[config.mk]
export PLATFORM = sky130hd
export DESIGN_NAME = ppid_top
export DESIGN_NICKNAME = d
export VERILOG_FILES = /design/src/ppid_pkg.sv /design/src/ppid_sync.sv /design/src/ppid_top.sv
export SDC_FILE = /design/constraint.sdc
export NUM_CORES = 1
export LEC_CHECK = 0
export BUFFER_PORTS_ARGS = -buffer_cell sky130_fd_sc_hd__buf_2
export CAP_MARGIN = 20
export CORE_MARGIN = 8
export CORE_UTILIZATION = 53
export CTS_CLUSTER_DIAMETER = 120
export DETAILED_ROUTE_END_ITERATION = 16
export PLACE_DENSITY = 0.89
export RECOVER_POWER = 100
export SYNTH_ARGS = -nofsm -noshare
export SYNTH_HDL_FRONTEND = slang
export SYNTH_SLANG_ARGS = --single-unit
[constraint.sdc]
create_clock -name sys_clk_i -period 4.4 [get_ports sys_clk_i]
set_clock_uncertainty 0.05 [all_clocks]
set_input_delay 0 -clock sys_clk_i [delete_from_list [all_inputs] [get_ports sys_clk_i]]
set_output_delay 0 -clock sys_clk_i [all_outputs]
set_load 0.005 [all_outputs]
[src/ppid_pkg.sv]
// constants for the port 0 pin interrupt detector
// assumes an 8-bit register port with a 16-bit address
package ppid_pkg;

    // register port widths
    localparam int ADDR_W = 16;
    localparam int DATA_W = 8;
    localparam int PINS   = 8;

    // register offsets
    localparam logic [ADDR_W-1:0] OFS_OUT_LATCH  = 16'h7F40;
    localparam logic [ADDR_W-1:0] OFS_PIN_LEVELS = 16'h7F41;
    localparam logic [ADDR_W-1:0] OFS_DIRECTION  = 16'h7F42;
    localparam logic [ADDR_W-1:0] OFS_INT_CTRL   = 16'h7F43;
    localparam logic [ADDR_W-1:0] OFS_EVT_STATUS = 16'h7F44;
    localparam logic [ADDR_W-1:0] OFS_EVT_MASK   = 16'h7F45;

    // interrupt control field positions
    localparam int BIT_GRP_EN   = 0;
    localparam int BIT_GRP_FLAG = 1;
    localparam int BIT_P4_EN    = 2;
    localparam int BIT_P4_FLAG  = 3;
    localparam int BIT_P4_LVL   = 4;
    localparam int BIT_P5_EN    = 5;
    localparam int BIT_P5_FLAG  = 6;
    localparam int BIT_P5_LVL   = 7;

    // event status and mask field positions
    localparam int EVT_GRP = 0;
    localparam int EVT_P4  = 1;
    localparam int EVT_P5  = 2;
    localparam int EVT_W   = 3;

    // pin positions and group span
    localparam int PIN4    = 4;
    localparam int PIN5    = 5;
    localparam int GRP_W   = 4;

    // reset values
    localparam logic [DATA_W-1:0] RST_OUT_LATCH = 8'h00;
    localparam logic [DATA_W-1:0] RST_DIRECTION = 8'h00;
    localparam logic [DATA_W-1:0] RST_INT_CTRL  = 8'h00;
    localparam logic [EVT_W-1:0]  RST_EVT       = 3'h0;

    // shared interrupt vector and synchroniser depth
    localparam logic [ADDR_W-1:0] VECTOR_ADDR = 16'h803C;
    localparam int SYNC_STAGES = 2;

endpackage

[src/ppid_sync.sv]
// multi-stage synchroniser for the port 0 pin levels
// assumes pins are asynchronous to sys_clk_i; reset is synchronous
`timescale 1ns/10ps
module ppid_sync #(
    parameter int WIDTH  = 8,
    parameter int STAGES = 2
) (
    input  wire logic             sys_clk_i,
    input  wire logic             rstn_i,
    input  wire logic [WIDTH-1:0] din_i,
    output logic      [WIDTH-1:0] dout_o
);
    // refuse depths that give no metastability protection
    if (STAGES < 2 || WIDTH < 1) begin : g_bad
        $error("ppid_sync: STAGES must be at least 2");
    end

    logic [WIDTH-1:0] stage [STAGES];
    logic [3:0]       run_cnt;

    always_ff @(posedge sys_clk_i) begin
        if (!rstn_i) begin
            for (int i = 0; i < STAGES; i++) stage[i] <= '0;
        end else begin
            stage[0] <= din_i;
            for (int i = 1; i < STAGES; i++) stage[i] <= stage[i-1];
        end
    end

    assign dout_o = stage[STAGES-1];

    // cycles since reset release, helper for the check below
    always_ff @(posedge sys_clk_i) begin
        if (!rstn_i) run_cnt <= 4'h0;
        else if (run_cnt != 4'hF) run_cnt <= run_cnt + 4'h1;
    end
endmodule

[src/ppid_top.sv]
// port 0 pin interrupt detector: port registers, level detection,
// flags, standby release, shared vector request and event interrupt
// assumes one 25 MHz clock, synchronous active-low reset,
// and a single-cycle register strobe port with read data one cycle later
//
// The plain strobed port was chosen for this implementation.
`timescale 1ns/10ps

module ppid_top (
    input  wire logic                          sys_clk_i,
    input  wire logic                          rstn_i,
    input  wire logic [ppid_pkg::ADDR_W-1:0]   reg_addr_i,
    input  wire logic [ppid_pkg::DATA_W-1:0]   reg_wdata_i,
    input  wire logic                          reg_wr_i,
    input  wire logic                          reg_rd_i,
    output logic      [ppid_pkg::DATA_W-1:0]   reg_rdata_o,
    input  wire logic [ppid_pkg::PINS-1:0]     port_pin_i,
    output logic      [ppid_pkg::PINS-1:0]     port_out_o,
    output logic      [ppid_pkg::PINS-1:0]     port_oe_o,
    input  wire logic                          hold_mode_i,
    input  wire logic                          clocked_standby_mode_i,
    output logic                               standby_release_o,
    output logic                               rc_source_select_o,
    output logic                               vector_req_o,
    output logic      [ppid_pkg::ADDR_W-1:0]   vector_addr_o,
    output logic                               irq_o
);
    import ppid_pkg::*;

    logic [DATA_W-1:0] port_output_latch;
    logic [DATA_W-1:0] port_direction;
    logic [PINS-1:0]   pin_sync;
    logic              group_low_enable;
    logic              pin4_enable;
    logic              pin4_level_select;
    logic              pin5_enable;
    logic              pin5_level_select;
    logic              group_low_flag;
    logic              pin4_flag;
    logic              pin5_flag;
    logic [EVT_W-1:0]  evt_status;
    logic [EVT_W-1:0]  evt_mask;
    logic [EVT_W-1:0]  evt_set;
    logic              wr_latch;
    logic              wr_dir;
    logic              wr_ctrl;
    logic              wr_status;
    logic              wr_mask;
    logic              group_hit;
    logic              pin4_hit;
    logic              pin5_hit;
    logic              in_standby;
    logic [DATA_W-1:0] ctrl_view;
    logic [DATA_W-1:0] next_rdata;

    // synchronise pins first
    // pin levels pass a synchroniser before anything looks at them
    ppid_sync #(
        .WIDTH  (PINS),
        .STAGES (SYNC_STAGES)
    ) u_sync (
        .sys_clk_i (sys_clk_i),
        .rstn_i    (rstn_i),
        .din_i     (port_pin_i),
        .dout_o    (pin_sync)
    );

    // register write decode
    assign wr_latch  = reg_wr_i && (reg_addr_i == OFS_OUT_LATCH);
    assign wr_dir    = reg_wr_i && (reg_addr_i == OFS_DIRECTION);
    assign wr_ctrl   = reg_wr_i && (reg_addr_i == OFS_INT_CTRL);
    assign wr_status = reg_wr_i && (reg_addr_i == OFS_EVT_STATUS);
    assign wr_mask   = reg_wr_i && (reg_addr_i == OFS_EVT_MASK);

    // port output latch and direction drive the pin outputs
    always_ff @(posedge sys_clk_i) begin
        if (!rstn_i) begin
            port_output_latch <= RST_OUT_LATCH;
            port_direction    <= RST_DIRECTION;
        end else begin
            if (wr_latch) port_output_latch <= reg_wdata_i;
            if (wr_dir) port_direction <= reg_wdata_i;
        end
    end

    assign port_out_o = port_output_latch;
    assign port_oe_o  = port_direction;   // direction 1 drives the pin

    // enable and level-select bits; flag bits of a write are ignored
    always_ff @(posedge sys_clk_i) begin
        if (!rstn_i) begin
            group_low_enable  <= RST_INT_CTRL[BIT_GRP_EN];
            pin4_enable       <= RST_INT_CTRL[BIT_P4_EN];
            pin4_level_select <= RST_INT_CTRL[BIT_P4_LVL];
            pin5_enable       <= RST_INT_CTRL[BIT_P5_EN];
            pin5_level_select <= RST_INT_CTRL[BIT_P5_LVL];
        end else if (wr_ctrl) begin
            group_low_enable  <= reg_wdata_i[BIT_GRP_EN];
            pin4_enable       <= reg_wdata_i[BIT_P4_EN];
            pin4_level_select <= reg_wdata_i[BIT_P4_LVL];
            pin5_enable       <= reg_wdata_i[BIT_P5_EN];
            pin5_level_select <= reg_wdata_i[BIT_P5_LVL];
        end
    end

    // input pins only in the group
    assign group_hit = group_low_enable
                       && ((~port_direction[GRP_W-1:0] & ~pin_sync[GRP_W-1:0]) != 4'h0);
    assign pin4_hit = pin4_enable && (pin_sync[PIN4] == pin4_level_select);
    assign pin5_hit = pin5_enable && (pin_sync[PIN5] == pin5_level_select);

    // detection ignores standby state
    // a hit in the clearing cycle wins, so no event is lost
    always_ff @(posedge sys_clk_i) begin
        if (!rstn_i) begin
            group_low_flag <= RST_INT_CTRL[BIT_GRP_FLAG];
            pin4_flag      <= RST_INT_CTRL[BIT_P4_FLAG];
            pin5_flag      <= RST_INT_CTRL[BIT_P5_FLAG];
        end else begin
            if (wr_ctrl) begin
                group_low_flag <= 1'b0;
                pin4_flag      <= 1'b0;
                pin5_flag      <= 1'b0;
            end
            if (group_hit) group_low_flag <= 1'b1;
            if (pin4_hit) pin4_flag <= 1'b1;
            if (pin5_hit) pin5_flag <= 1'b1;
        end
    end

    assign vector_req_o  = (group_low_flag && group_low_enable)
                           || (pin4_flag && pin4_enable)
                           || (pin5_flag && pin5_enable);
    assign vector_addr_o = VECTOR_ADDR;

    assign in_standby         = hold_mode_i || clocked_standby_mode_i;
    assign standby_release_o  = in_standby && vector_req_o;
    assign rc_source_select_o = hold_mode_i && vector_req_o;

    // sticky event status, write one to clear, set wins over clear
    assign evt_set = {pin5_hit, pin4_hit, group_hit};
    always_ff @(posedge sys_clk_i) begin
        if (!rstn_i) begin
            evt_status <= RST_EVT;
        end else begin
            evt_status <= (evt_status & ~(wr_status ? reg_wdata_i[EVT_W-1:0] : RST_EVT)) | evt_set;
        end
    end

    // event mask
    always_ff @(posedge sys_clk_i) begin
        if (!rstn_i) evt_mask <= RST_EVT;
        else if (wr_mask) evt_mask <= reg_wdata_i[EVT_W-1:0];
    end

    assign irq_o = (evt_status & evt_mask) != RST_EVT;

    // read multiplexer; unmapped addresses read zero
    always_comb begin
        ctrl_view = 8'h00;
        ctrl_view[BIT_GRP_EN]   = group_low_enable;
        ctrl_view[BIT_GRP_FLAG] = group_low_flag;
        ctrl_view[BIT_P4_EN]    = pin4_enable;
        ctrl_view[BIT_P4_FLAG]  = pin4_flag;
        ctrl_view[BIT_P4_LVL]   = pin4_level_select;
        ctrl_view[BIT_P5_EN]    = pin5_enable;
        ctrl_view[BIT_P5_FLAG]  = pin5_flag;
        ctrl_view[BIT_P5_LVL]   = pin5_level_select;
        case (reg_addr_i)
            OFS_OUT_LATCH:  next_rdata = port_output_latch;
            OFS_PIN_LEVELS: next_rdata = pin_sync;
            OFS_DIRECTION:  next_rdata = port_direction;
            OFS_INT_CTRL:   next_rdata = ctrl_view;
            OFS_EVT_STATUS: next_rdata = {5'h00, evt_status};
            OFS_EVT_MASK:   next_rdata = {5'h00, evt_mask};
            default:        next_rdata = 8'h00;
        endcase
    end

    // read data stands only in the cycle after the read strobe
    always_ff @(posedge sys_clk_i) begin
        if (!rstn_i) reg_rdata_o <= 8'h00;
        else if (reg_rd_i) reg_rdata_o <= next_rdata;
        else reg_rdata_o <= 8'h00;
    end
endmodule

Yosys cells after proc, flatten, opt, wreduce, memory -nomap -nowiden
Memory sizes are Yosys's and may differ from the RTL's.
Cells that the tools add are included.
- mux-type cells: 10
- bitwise operators: 9
- equality and inequality tests: 8
- reduce and logical (&&, ||, !) cells: 22
- operators with widths (operator ; number):
    16-bit by 15-bit equality test with 1-bit output, second input constant ; 6
    8-bit case mux with 6 select lines ; 1
    8-bit 2-to-1 mux ; 2
    1-bit logical AND ; 13
    4-bit inverter ; 2
    3-bit AND ; 2
    1-bit 2-to-1 mux ; 6
    2-bit nonzero test ; 3
    4-bit AND ; 1
    4-bit nonzero test ; 1
    1-bit logical OR ; 3
    3-bit 2-to-1 mux ; 1
    3-bit inverter ; 1
    3-bit OR ; 1
    3-bit nonzero test ; 1
    1-bit equality test ; 2
    1-bit OR ; 2
    2-bit AND reduction ; 1
- bits of input ports: 38
- output and inout bits: 44
- memory bits (writable): 16
- register bits: 38
- logic and storage cells: 63
- memories: 1
- memories (name ; depth ; width ; rd ports ; clocked after memory_dff ; wr ports ; RTL line ; text):
    u_sync.stage ; 2 ; 8 ; 2 ; 0 ; 2 ; ppid_sync.sv:18 ; logic [WIDTH-1:0] stage [STAGES];

Logic depth before layout (Yosys ltp)
Gate-level depths: netlist (run 1).
- depth in word-level cells: 6
- depth in mapped cells: 6
- depth with buffers taken out: 4

By module
Synthesis (run 1) repeated with hierarchy kept, for this count alone.
- cell total of the unflattened synthesis: 234
- area total of the unflattened synthesis: 2443.6 sq um
- modules (own cells, without submodules) (module ; area an instance (sq um) ; times used ; cells each ; seq. area each (sq um)):
    ppid_top ; 1936.9 ; 1 ; 193 ; 760.7
    ppid_sync ; 506.7 ; 1 ; 41 ; 320.3

Worst setup path before layout (run 1)
OpenSTA, ideal clock, no wires.
- path kind: in2reg
- from: input port reg_addr_i[5] in the netlist's numbering
- to: register reg_rdata_o[1] in the netlist's numbering
- slack: 2746 ps
- required time: 4280 ps
- library setup time: 70 ps
- path buffers: 1
- stages: 5
- data arrival time: 1534 ps
- cell sequence: or4b_4 > or4_1 > buf_2 > or2_0 > a21oi_1
- word-level cells in the longest chain between the ends: 2
- elaborated cells on any way between the ends: 7
- those cells by class: 6 x eq/ne; 1 x mux
- RTL lines (item ; RTL line ; text):
    from (decl) ; ppid_top.sv:12 ; input wire logic [ppid_pkg::ADDR_W-1:0] reg_addr_i,
    16-bit by 15-bit equality test with 1-bit output ; ppid_top.sv:169 ; case (reg_addr_i)
    8-bit case mux with 6 select lines * ; ppid_top.sv:169 ;
    to (signal assigned) ; ppid_top.sv:183 ; else if (reg_rd_i) reg_rdata_o <= next_rdata;
    to (decl) ; ppid_top.sv:16 ; output logic [ppid_pkg::DATA_W-1:0] reg_rdata_o,
Mark *: on every way between the ends. The rest lies on a longest branch, timed or not.
A chain may end at the register's enable or synchronous reset.

Worst setup path after layout (run 1)
- from: input port reg_addr_i[5] in the netlist's numbering
- to: register port_output_latch[2] (netlist: port_out_o[2])
- word-level cells in the longest chain between the ends: 2
- RTL lines (item ; RTL line ; text):
    16-bit by 15-bit equality test with 1-bit output ; ppid_top.sv:69 ; assign wr_latch = reg_wr_i && (reg_addr_i == OFS_OUT_LATCH);
    1-bit logical AND ; ppid_top.sv:69 ;
    to (signal assigned) ; ppid_top.sv:81 ; if (wr_latch) port_output_latch <= reg_wdata_i;
    to (decl) ; ppid_top.sv:30 ; logic [DATA_W-1:0] port_output_latch;
Every way passes these cells.

==> metrics.txt, run 1 <==
Max-slew headroom -32.6%; Pre-antenna DRT Iters 4; crit path max fanout 8; net total in the final layout about 360; Hold Crit Class input port to flip-flop; Initial Utilization ~55%; Post-CTS Setup Bufs 0; post-CTS sizing 0; DRT iter0 DRCs roughly 240; io pins a little over 80; Setup crit end kind flip-flop; die area 6870 um^2; Vias between 2000 and 2500; drc violations 0; Least-Margin Pin Slew approximately 2.0 ns; GPL Wtd Cong 0.811; Peak Freq about 470 MHz; GRT met1 Usage between 10% and 20%; first-pass GRT wire length approximately 10 mm; hold_sp reg_wdata_i[2]; reg2reg start group_low_enable; initial antenna violation count 0; status finished with violations; synthesis-stage register bit count 54; Syn Area/Cell a little under 10 um^2; Post-Syn Instances around 250; final period demand of the worst path about 2.1 ns; CP Launch Type input port; DIE WIDTH between 80 and 90 um; R2R depth 3; RSZ-0062 raised after global routing false; total track usage roughly 17%; register area share after synthesis between 40% and 50%; met2 Resource Use GR between 30% and 40%; Tcrit/Tclk final 48.4%; final WL approximately 6.0 mm; Pins Over Slew Limit 54; TNS Setup 0 ns; pin count of the biggest net entering global routing 54; Via density between 5 and 6; MaxCap Viol Count 1; Area growth, synth to finish 22.7%; busiest layer in global routing met2; H-tree depth 2; Reg clk slew, reported paths approximately 0.10 ns; Power Density around 330 nW/um^2; clock latency on the worst-skew pair ~0.31 ns; Max VDD drop between 0.0002 and 0.00025 V; GR Layer Usage met3 5.37%; chip height roughly 83 um; final hold vios 0; synth unique cells 36; Crit path arrival time ~2.3 ns; Post-DP Area roughly 2600 um^2; Syn. warnings 0; Core ar. 4320 um^2; number of cell rows 24; Worst Setup SP reg_addr_i[5]; grt ovf 0; CTS tree built; clock buffer depth 2; Top FF cell, synth dfxtp_1; CTS root buf clkbuf_8; Util after Layout around two thirds; Clock Sinks 54; IO Port Bufs 65; post-DR wirelength/cell 16.1 um; Post-Syn Area 2370 um^2; FFs w/ async S/R, synth 0%; post-route cell area between 2000 and 3000 um^2; vias in the first global route about 2100; number of buffers created by CTS 5; failing checks capacitance limit, slew limit; cts hold-fix bufs 16; DP HPWL roughly 4.3 mm; Post-synth EDFFs 0; ant diodes 0; layout cells sized above 1 19.0%; Hold Path Depth 4; Leak approximately 1.2 nW; Setup-failing EPs final 0; WS Path Type input port to flip-flop; Data required, critical path roughly 4.6 ns; post-route ant nets 0
worst paths after layout:
kind / endpoint / slack (ns)
worst max-delay path: port_out_o[2] / 2.27
worst min-delay path: evt_status[2] / 0.01
worst max register to register: reg_rdata_o[0] / 3.16
worst min register to register: u_sync.stage[0][9] / 0.39
cell families (layout without fill, tap and decap cells):
kind of cell	Yosys count	count (layout)	share of synthesized area [%]
AND/OR/NAND/NOR	93	93	20.6
flip-flops	54	54	45.6
multiplexers	35	35	16.4
buffers and inverters	32	93	7.86
AO/OA/AOI/OAI	28	28	8.54
other	2	16	0.317
XOR/XNOR	2	2	0.739
Yosys cell counts, types with 3 or more instances:
| master | instances | area share, % |
|---|---|---|
| dfxtp_1 | 54 | 46 |
| nor2_1 | 11 | 1.7 |
| buf_4 | 17 | 5.4 |
| a21oi_1 | 6 | 1.3 |
| nor4_1 | 3 | 0.79 |
| o21ai_0 | 4 | 0.84 |
| a31o_2 | 3 | 1.1 |
| nor2b_1 | 3 | 0.79 |
| a32oi_1 | 3 | 1.1 |
| mux4_2 | 3 | 2.8 |
| mux2i_1 | 32 | 14 |
| and2_1 | 16 | 4.2 |
| inv_1 | 4 | 0.63 |
| nand2_1 | 41 | 6.5 |
| nand4b_1 | 5 | 1.8 |
| nand3_1 | 3 | 0.63 |
| o2bb2ai_1 | 5 | 1.8 |
| clkbuf_1 | 7 | 1.1 |
through the flow:
| step | hold WS, ns | total power, W | instances | setup slack [ns] |
|---|---|---|---|---|
| final | 0.0105 | 0.000972 | 373 | 2.27 |
| after global placement | 0.154 | 0.000563 | 349 | 2.37 |
| after detailed placement | 0.160 | 0.000566 | 349 | 2.27 |
| after floorplan | 0.0668 | 0.000551 | 260 | 2.75 |
| after CTS | 0.0104 | 0.000975 | 373 | 2.61 |
| after global routing | 0.0358 | 0.00101 | 373 | 2.06 |
layout make-up:
cell class	instances	area, um^2
fillers	356	1410
multi-input cells	174	1150
flip-flops and latches	54	1080
repair buffers	81	460
clock buffers	6	82.6
well taps	52	65.1
clock inverters	2	60.1
inverters	4	15.0
critical path: stages:
cell and delay, ns:
buf_2 0.09, or4b_1 0.61, nor4_1 0.71, nand3b_1 0.57, mux2i_1 0.33
state kept, by name, summed over array words and instances, names as in the netlist:
register / count
evt_mask: 3
pin5_enable: 1
pin4_enable: 1
u_sync.stage: 16
group_low_enable: 1
port_oe_o: 8
group_low_flag: 1
port_out_o: 8
pin5_level_select: 1
evt_status: 3
pin4_flag: 1
pin4_level_select: 1
pin5_flag: 1
reg_rdata_o: 8
report_power, final:
part	switching (W)	internal, W	leakage, nW	total [W]
clock	0.000163	0.000243	0.0714	0.000405
combinational	0.0000361	0.0000328	0.732	0.0000689
sequential	0.00000275	0.000495	0.438	0.000498
total	0.000202	0.000771	1.24	0.000972
placed cells by master, fill, tap and decap left out, types with 3 or more instances in the layout:
cell type      instances
a21oi_1                6
a31o_2                 3
a32oi_1                3
and2_0                 9
and2_1                 7
buf_2                 45
clkbuf_1              20
clkbuf_8               6
conb_1                16
dfxtp_1               54
dlygate4sd3_1         16
inv_1                  4
mux2i_1               32
mux4_2                 3
nand2_1               41
nand3_1                3
nand4b_1               5
nor2_1                11
nor2b_1                3
nor4_1                 4
o21ai_0                4
o2bb2ai_1              5
metal layers:
metal / part of all wire [%] / routed length, um
met5: 0 / 0
met4: 1.2 / 75
met1: 41 / 2450
met2: 49 / 2970
met3: 8.6 / 519
Note: power is estimated with default switching activity, not from simulation.
==> run 2, diff against run 1 <==
Settings changed: CORE_UTILIZATION 53 to 49, PLACE_DENSITY 0.89 to 0.83.
Clock period 4.4 ns to 2.1 ns, I/O delays scaled along.
==> metrics.txt, run 2 (synthesized netlist as in run 1, its figures left out) <==
drc violations 0 (unchanged); clock buffer depth 2 (unchanged); Least-Margin Pin Slew 1.17 ns (was 1.99 ns); first-pass GRT wire length 9.57 mm (was 10.1 mm); ant diodes 0 (unchanged); clock network power share 33.3% (was 41.7%); DP HPWL 4.23 mm (was 4.29 mm); Pint 0.00135 W (was 0.000771 W); number of cell rows 25 (was 24); Worst path max stage delay 0.60 ns (was 0.71 ns); initial antenna violation count 0 (unchanged); Pre-antenna DRT Iters 4 (unchanged); Buf/Inv on CP 2 (was 1); chip height 85.6 um (was 82.9 um); CTS tree built (unchanged); Peak Freq around 570 MHz; Data required, critical path 2.27 ns (was 4.58 ns); Power Density 615 nW/um^2 (was 334 nW/um^2); MaxCap Viol Count 0 (was 1); net total in the final layout 364 (was 358); Core ar. 4690 um^2 (was 4320 um^2); GRT met1 Usage 18.0% (was 19.0%); final period demand of the worst path around 1.8 ns; io pins 82 (unchanged); Leak 1.23 nW (was 1.24 nW); number of buffers created by CTS 5 (unchanged); Hold Crit Class input port to flip-flop (unchanged); TNS Setup 0 ns (unchanged); Clock Sinks 54 (unchanged); commonest non-fill, non-tap cell in the layout dfxtp_1 (unchanged); Max-slew headroom 22.1% (was -32.6%); Setup-failing EPs final 0 (unchanged); max reg flops 16 (unchanged); Tcrit/Tclk final a little over four fifths; Sw Pwr 0.000431 W (was 0.000202 W); Biggest register u_sync.stage (unchanged); Post-DP Area 2700 um^2 (was 2640 um^2); vias in the first global route 2029 (was 2075); Pins Over Slew Limit 0 (was 54); Net Sw Frac 24.3% (was 20.7%); Max VDD drop 0.000410 V (was 0.000227 V); crit-path cells buf_2, or4b_1, nor4_1, nand3b_1, clkbuf_2, mux2i_1 (was buf_2, or4b_1, nor4_1, nand3b_1, mux2i_1); DIE WIDTH 85.6 um (was 82.9 um); total power 0.00178 W (was 0.000972 W); status completed (was finished with violations); die area 7320 um^2 (was 6870 um^2); Initial Utilization 50.6% (was 54.9%); Vias 1965 (was 2014); IO Port Bufs 65 (unchanged); total track usage 16.0% (was 17.4%); clock latency on the worst-skew pair 0.31 ns (about the same); Seq pwr share 58.7% (was 51.2%); crit path max fanout 8 (unchanged); WS Path Type input port to flip-flop (unchanged); post-route ant nets 0 (unchanged); pin count of the biggest net entering global routing 35 (was 54); layout cells sized above 1 19.9% (was 19.0%); Worst path slowest cell or4b_1 (was nor4_1); H-tree depth 2 (unchanged); Filler cells 423 (was 356); post-route cell area 2890 um^2 (was 2910 um^2); final WL 5.71 mm (was 6.01 mm); Reg clk slew, reported paths 0.10 ns (about the same); Setup crit end kind flip-flop (unchanged); commonest non-fill, non-tap cells in the layout dfxtp_1 (54), buf_2 (45), nand2_1 (41), mux2i_1 (32), clkbuf_1 (22) (was dfxtp_1 (54), buf_2 (45), nand2_1 (41), mux2i_1 (32), clkbuf_1 (20)); GPL Wtd Cong 0.858 (was 0.811); grt ovf 0 (unchanged); Area growth, synth to finish 21.8% (was 22.7%); busiest layer in global routing met2 (unchanged); GR Layer Usage met3 6.59% (was 5.37%); crit-path leading delay family simple AND/OR/NAND/NOR gates (unchanged); Crit path arrival time 1.94 ns (was 2.32 ns); Combinational Power Share 8.0% (was 7.1%); DRT iter0 DRCs 159 (was 235); met2 Resource Use GR 27.1% (was 30.3%); CTS root buf clkbuf_8 (unchanged); post-DR wirelength/cell 15.0 um (was 16.1 um); CP Launch Type input port (unchanged); Via density 5.16 (was 5.40); RSZ-0062 raised after global routing false (unchanged); final hold vios 0 (unchanged)
run 2: changes by cell type in the layout (fill, tap and decap cells not counted):
cell and change:
buf_4 +4, bufinv_16 -2, clkbuf_1 +2, clkbuf_2 +1, clkbuf_8 -1, clkinvlp_4 +2
dlygate4sd3_1 -1, inv_6 +1, nor2_1 +1, nor2_4 -1
run 2: power groups by stage:
stage                     clock (W)  combinational [W]  sequential (W)
after floorplan                   0          0.0000905         0.00106
after global placement            0           0.000118         0.00107
after detailed placement          0           0.000122         0.00107
after CTS                  0.000596           0.000143         0.00104
after global routing       0.000646           0.000158         0.00104
final                      0.000591           0.000143         0.00104
run 2: path summary, 6_finish.rpt:
path                                          from            endpoint  slack [ns]  cells past startpoint
worst max-delay path                 reg_addr_i[5]       port_out_o[3]        0.33                      6
worst max register to register        port_oe_o[3]      group_low_flag        0.92                      4
worst min-delay path                reg_wdata_i[0]    group_low_enable       0.004                      3
worst min register to register  u_sync.stage[0][1]  u_sync.stage[0][9]        0.39                      1
run 2: layout make-up:
cell class / instances / area (um^2) / area share [%]
clock buffers: 5 / 68.8 / 2.38
multi-input cells: 174 / 1140 / 39.5
flip-flops and latches: 54 / 1080 / 37.4
inverters: 4 / 15.0 / 0.520
repair buffers: 87 / 493 / 17.1
clock inverters: 3 / 23.8 / 0.823
well taps: 54 / 67.6 / 2.34
run 2: layer usage:
metal	share of wire (%)	vias up
met5	0	-
met4	0.96	0
met3	10	7
met2	48	72
met1	41	909
li1	-	977
run 2: worst reg2reg max path, cell delays in order (launching register included):
cell and delay [ns]:
dfxtp_1 0.40, o22ai_1 0.09, o21ai_0 0.27, nor2_1 0.07, a31o_2 0.21
run 2: what timing repair did:
action,in CTS,in global routing
hold buffers,15,0
setup buffers,0,0
hold endpoints to repair,27,0
resized for setup,0,0
run 2: through the flow:
| stage | std cells | hold WS [ns] | worst slack [ns] | util [%] |
|---|---|---|---|---|
| finish | 381 | 0.00380 | 0.331 | 61.6 |
| global route | 381 | 0.0126 | 0.272 | 61.6 |
| CTS | 381 | 0.000531 | 0.539 | 62.7 |
| detailed placement | 358 | 0.158 | 0.221 | 57.5 |
| global placement | 358 | 0.156 | 0.258 | 57.5 |
| floorplan | 260 | 0.0668 | 0.446 | - |
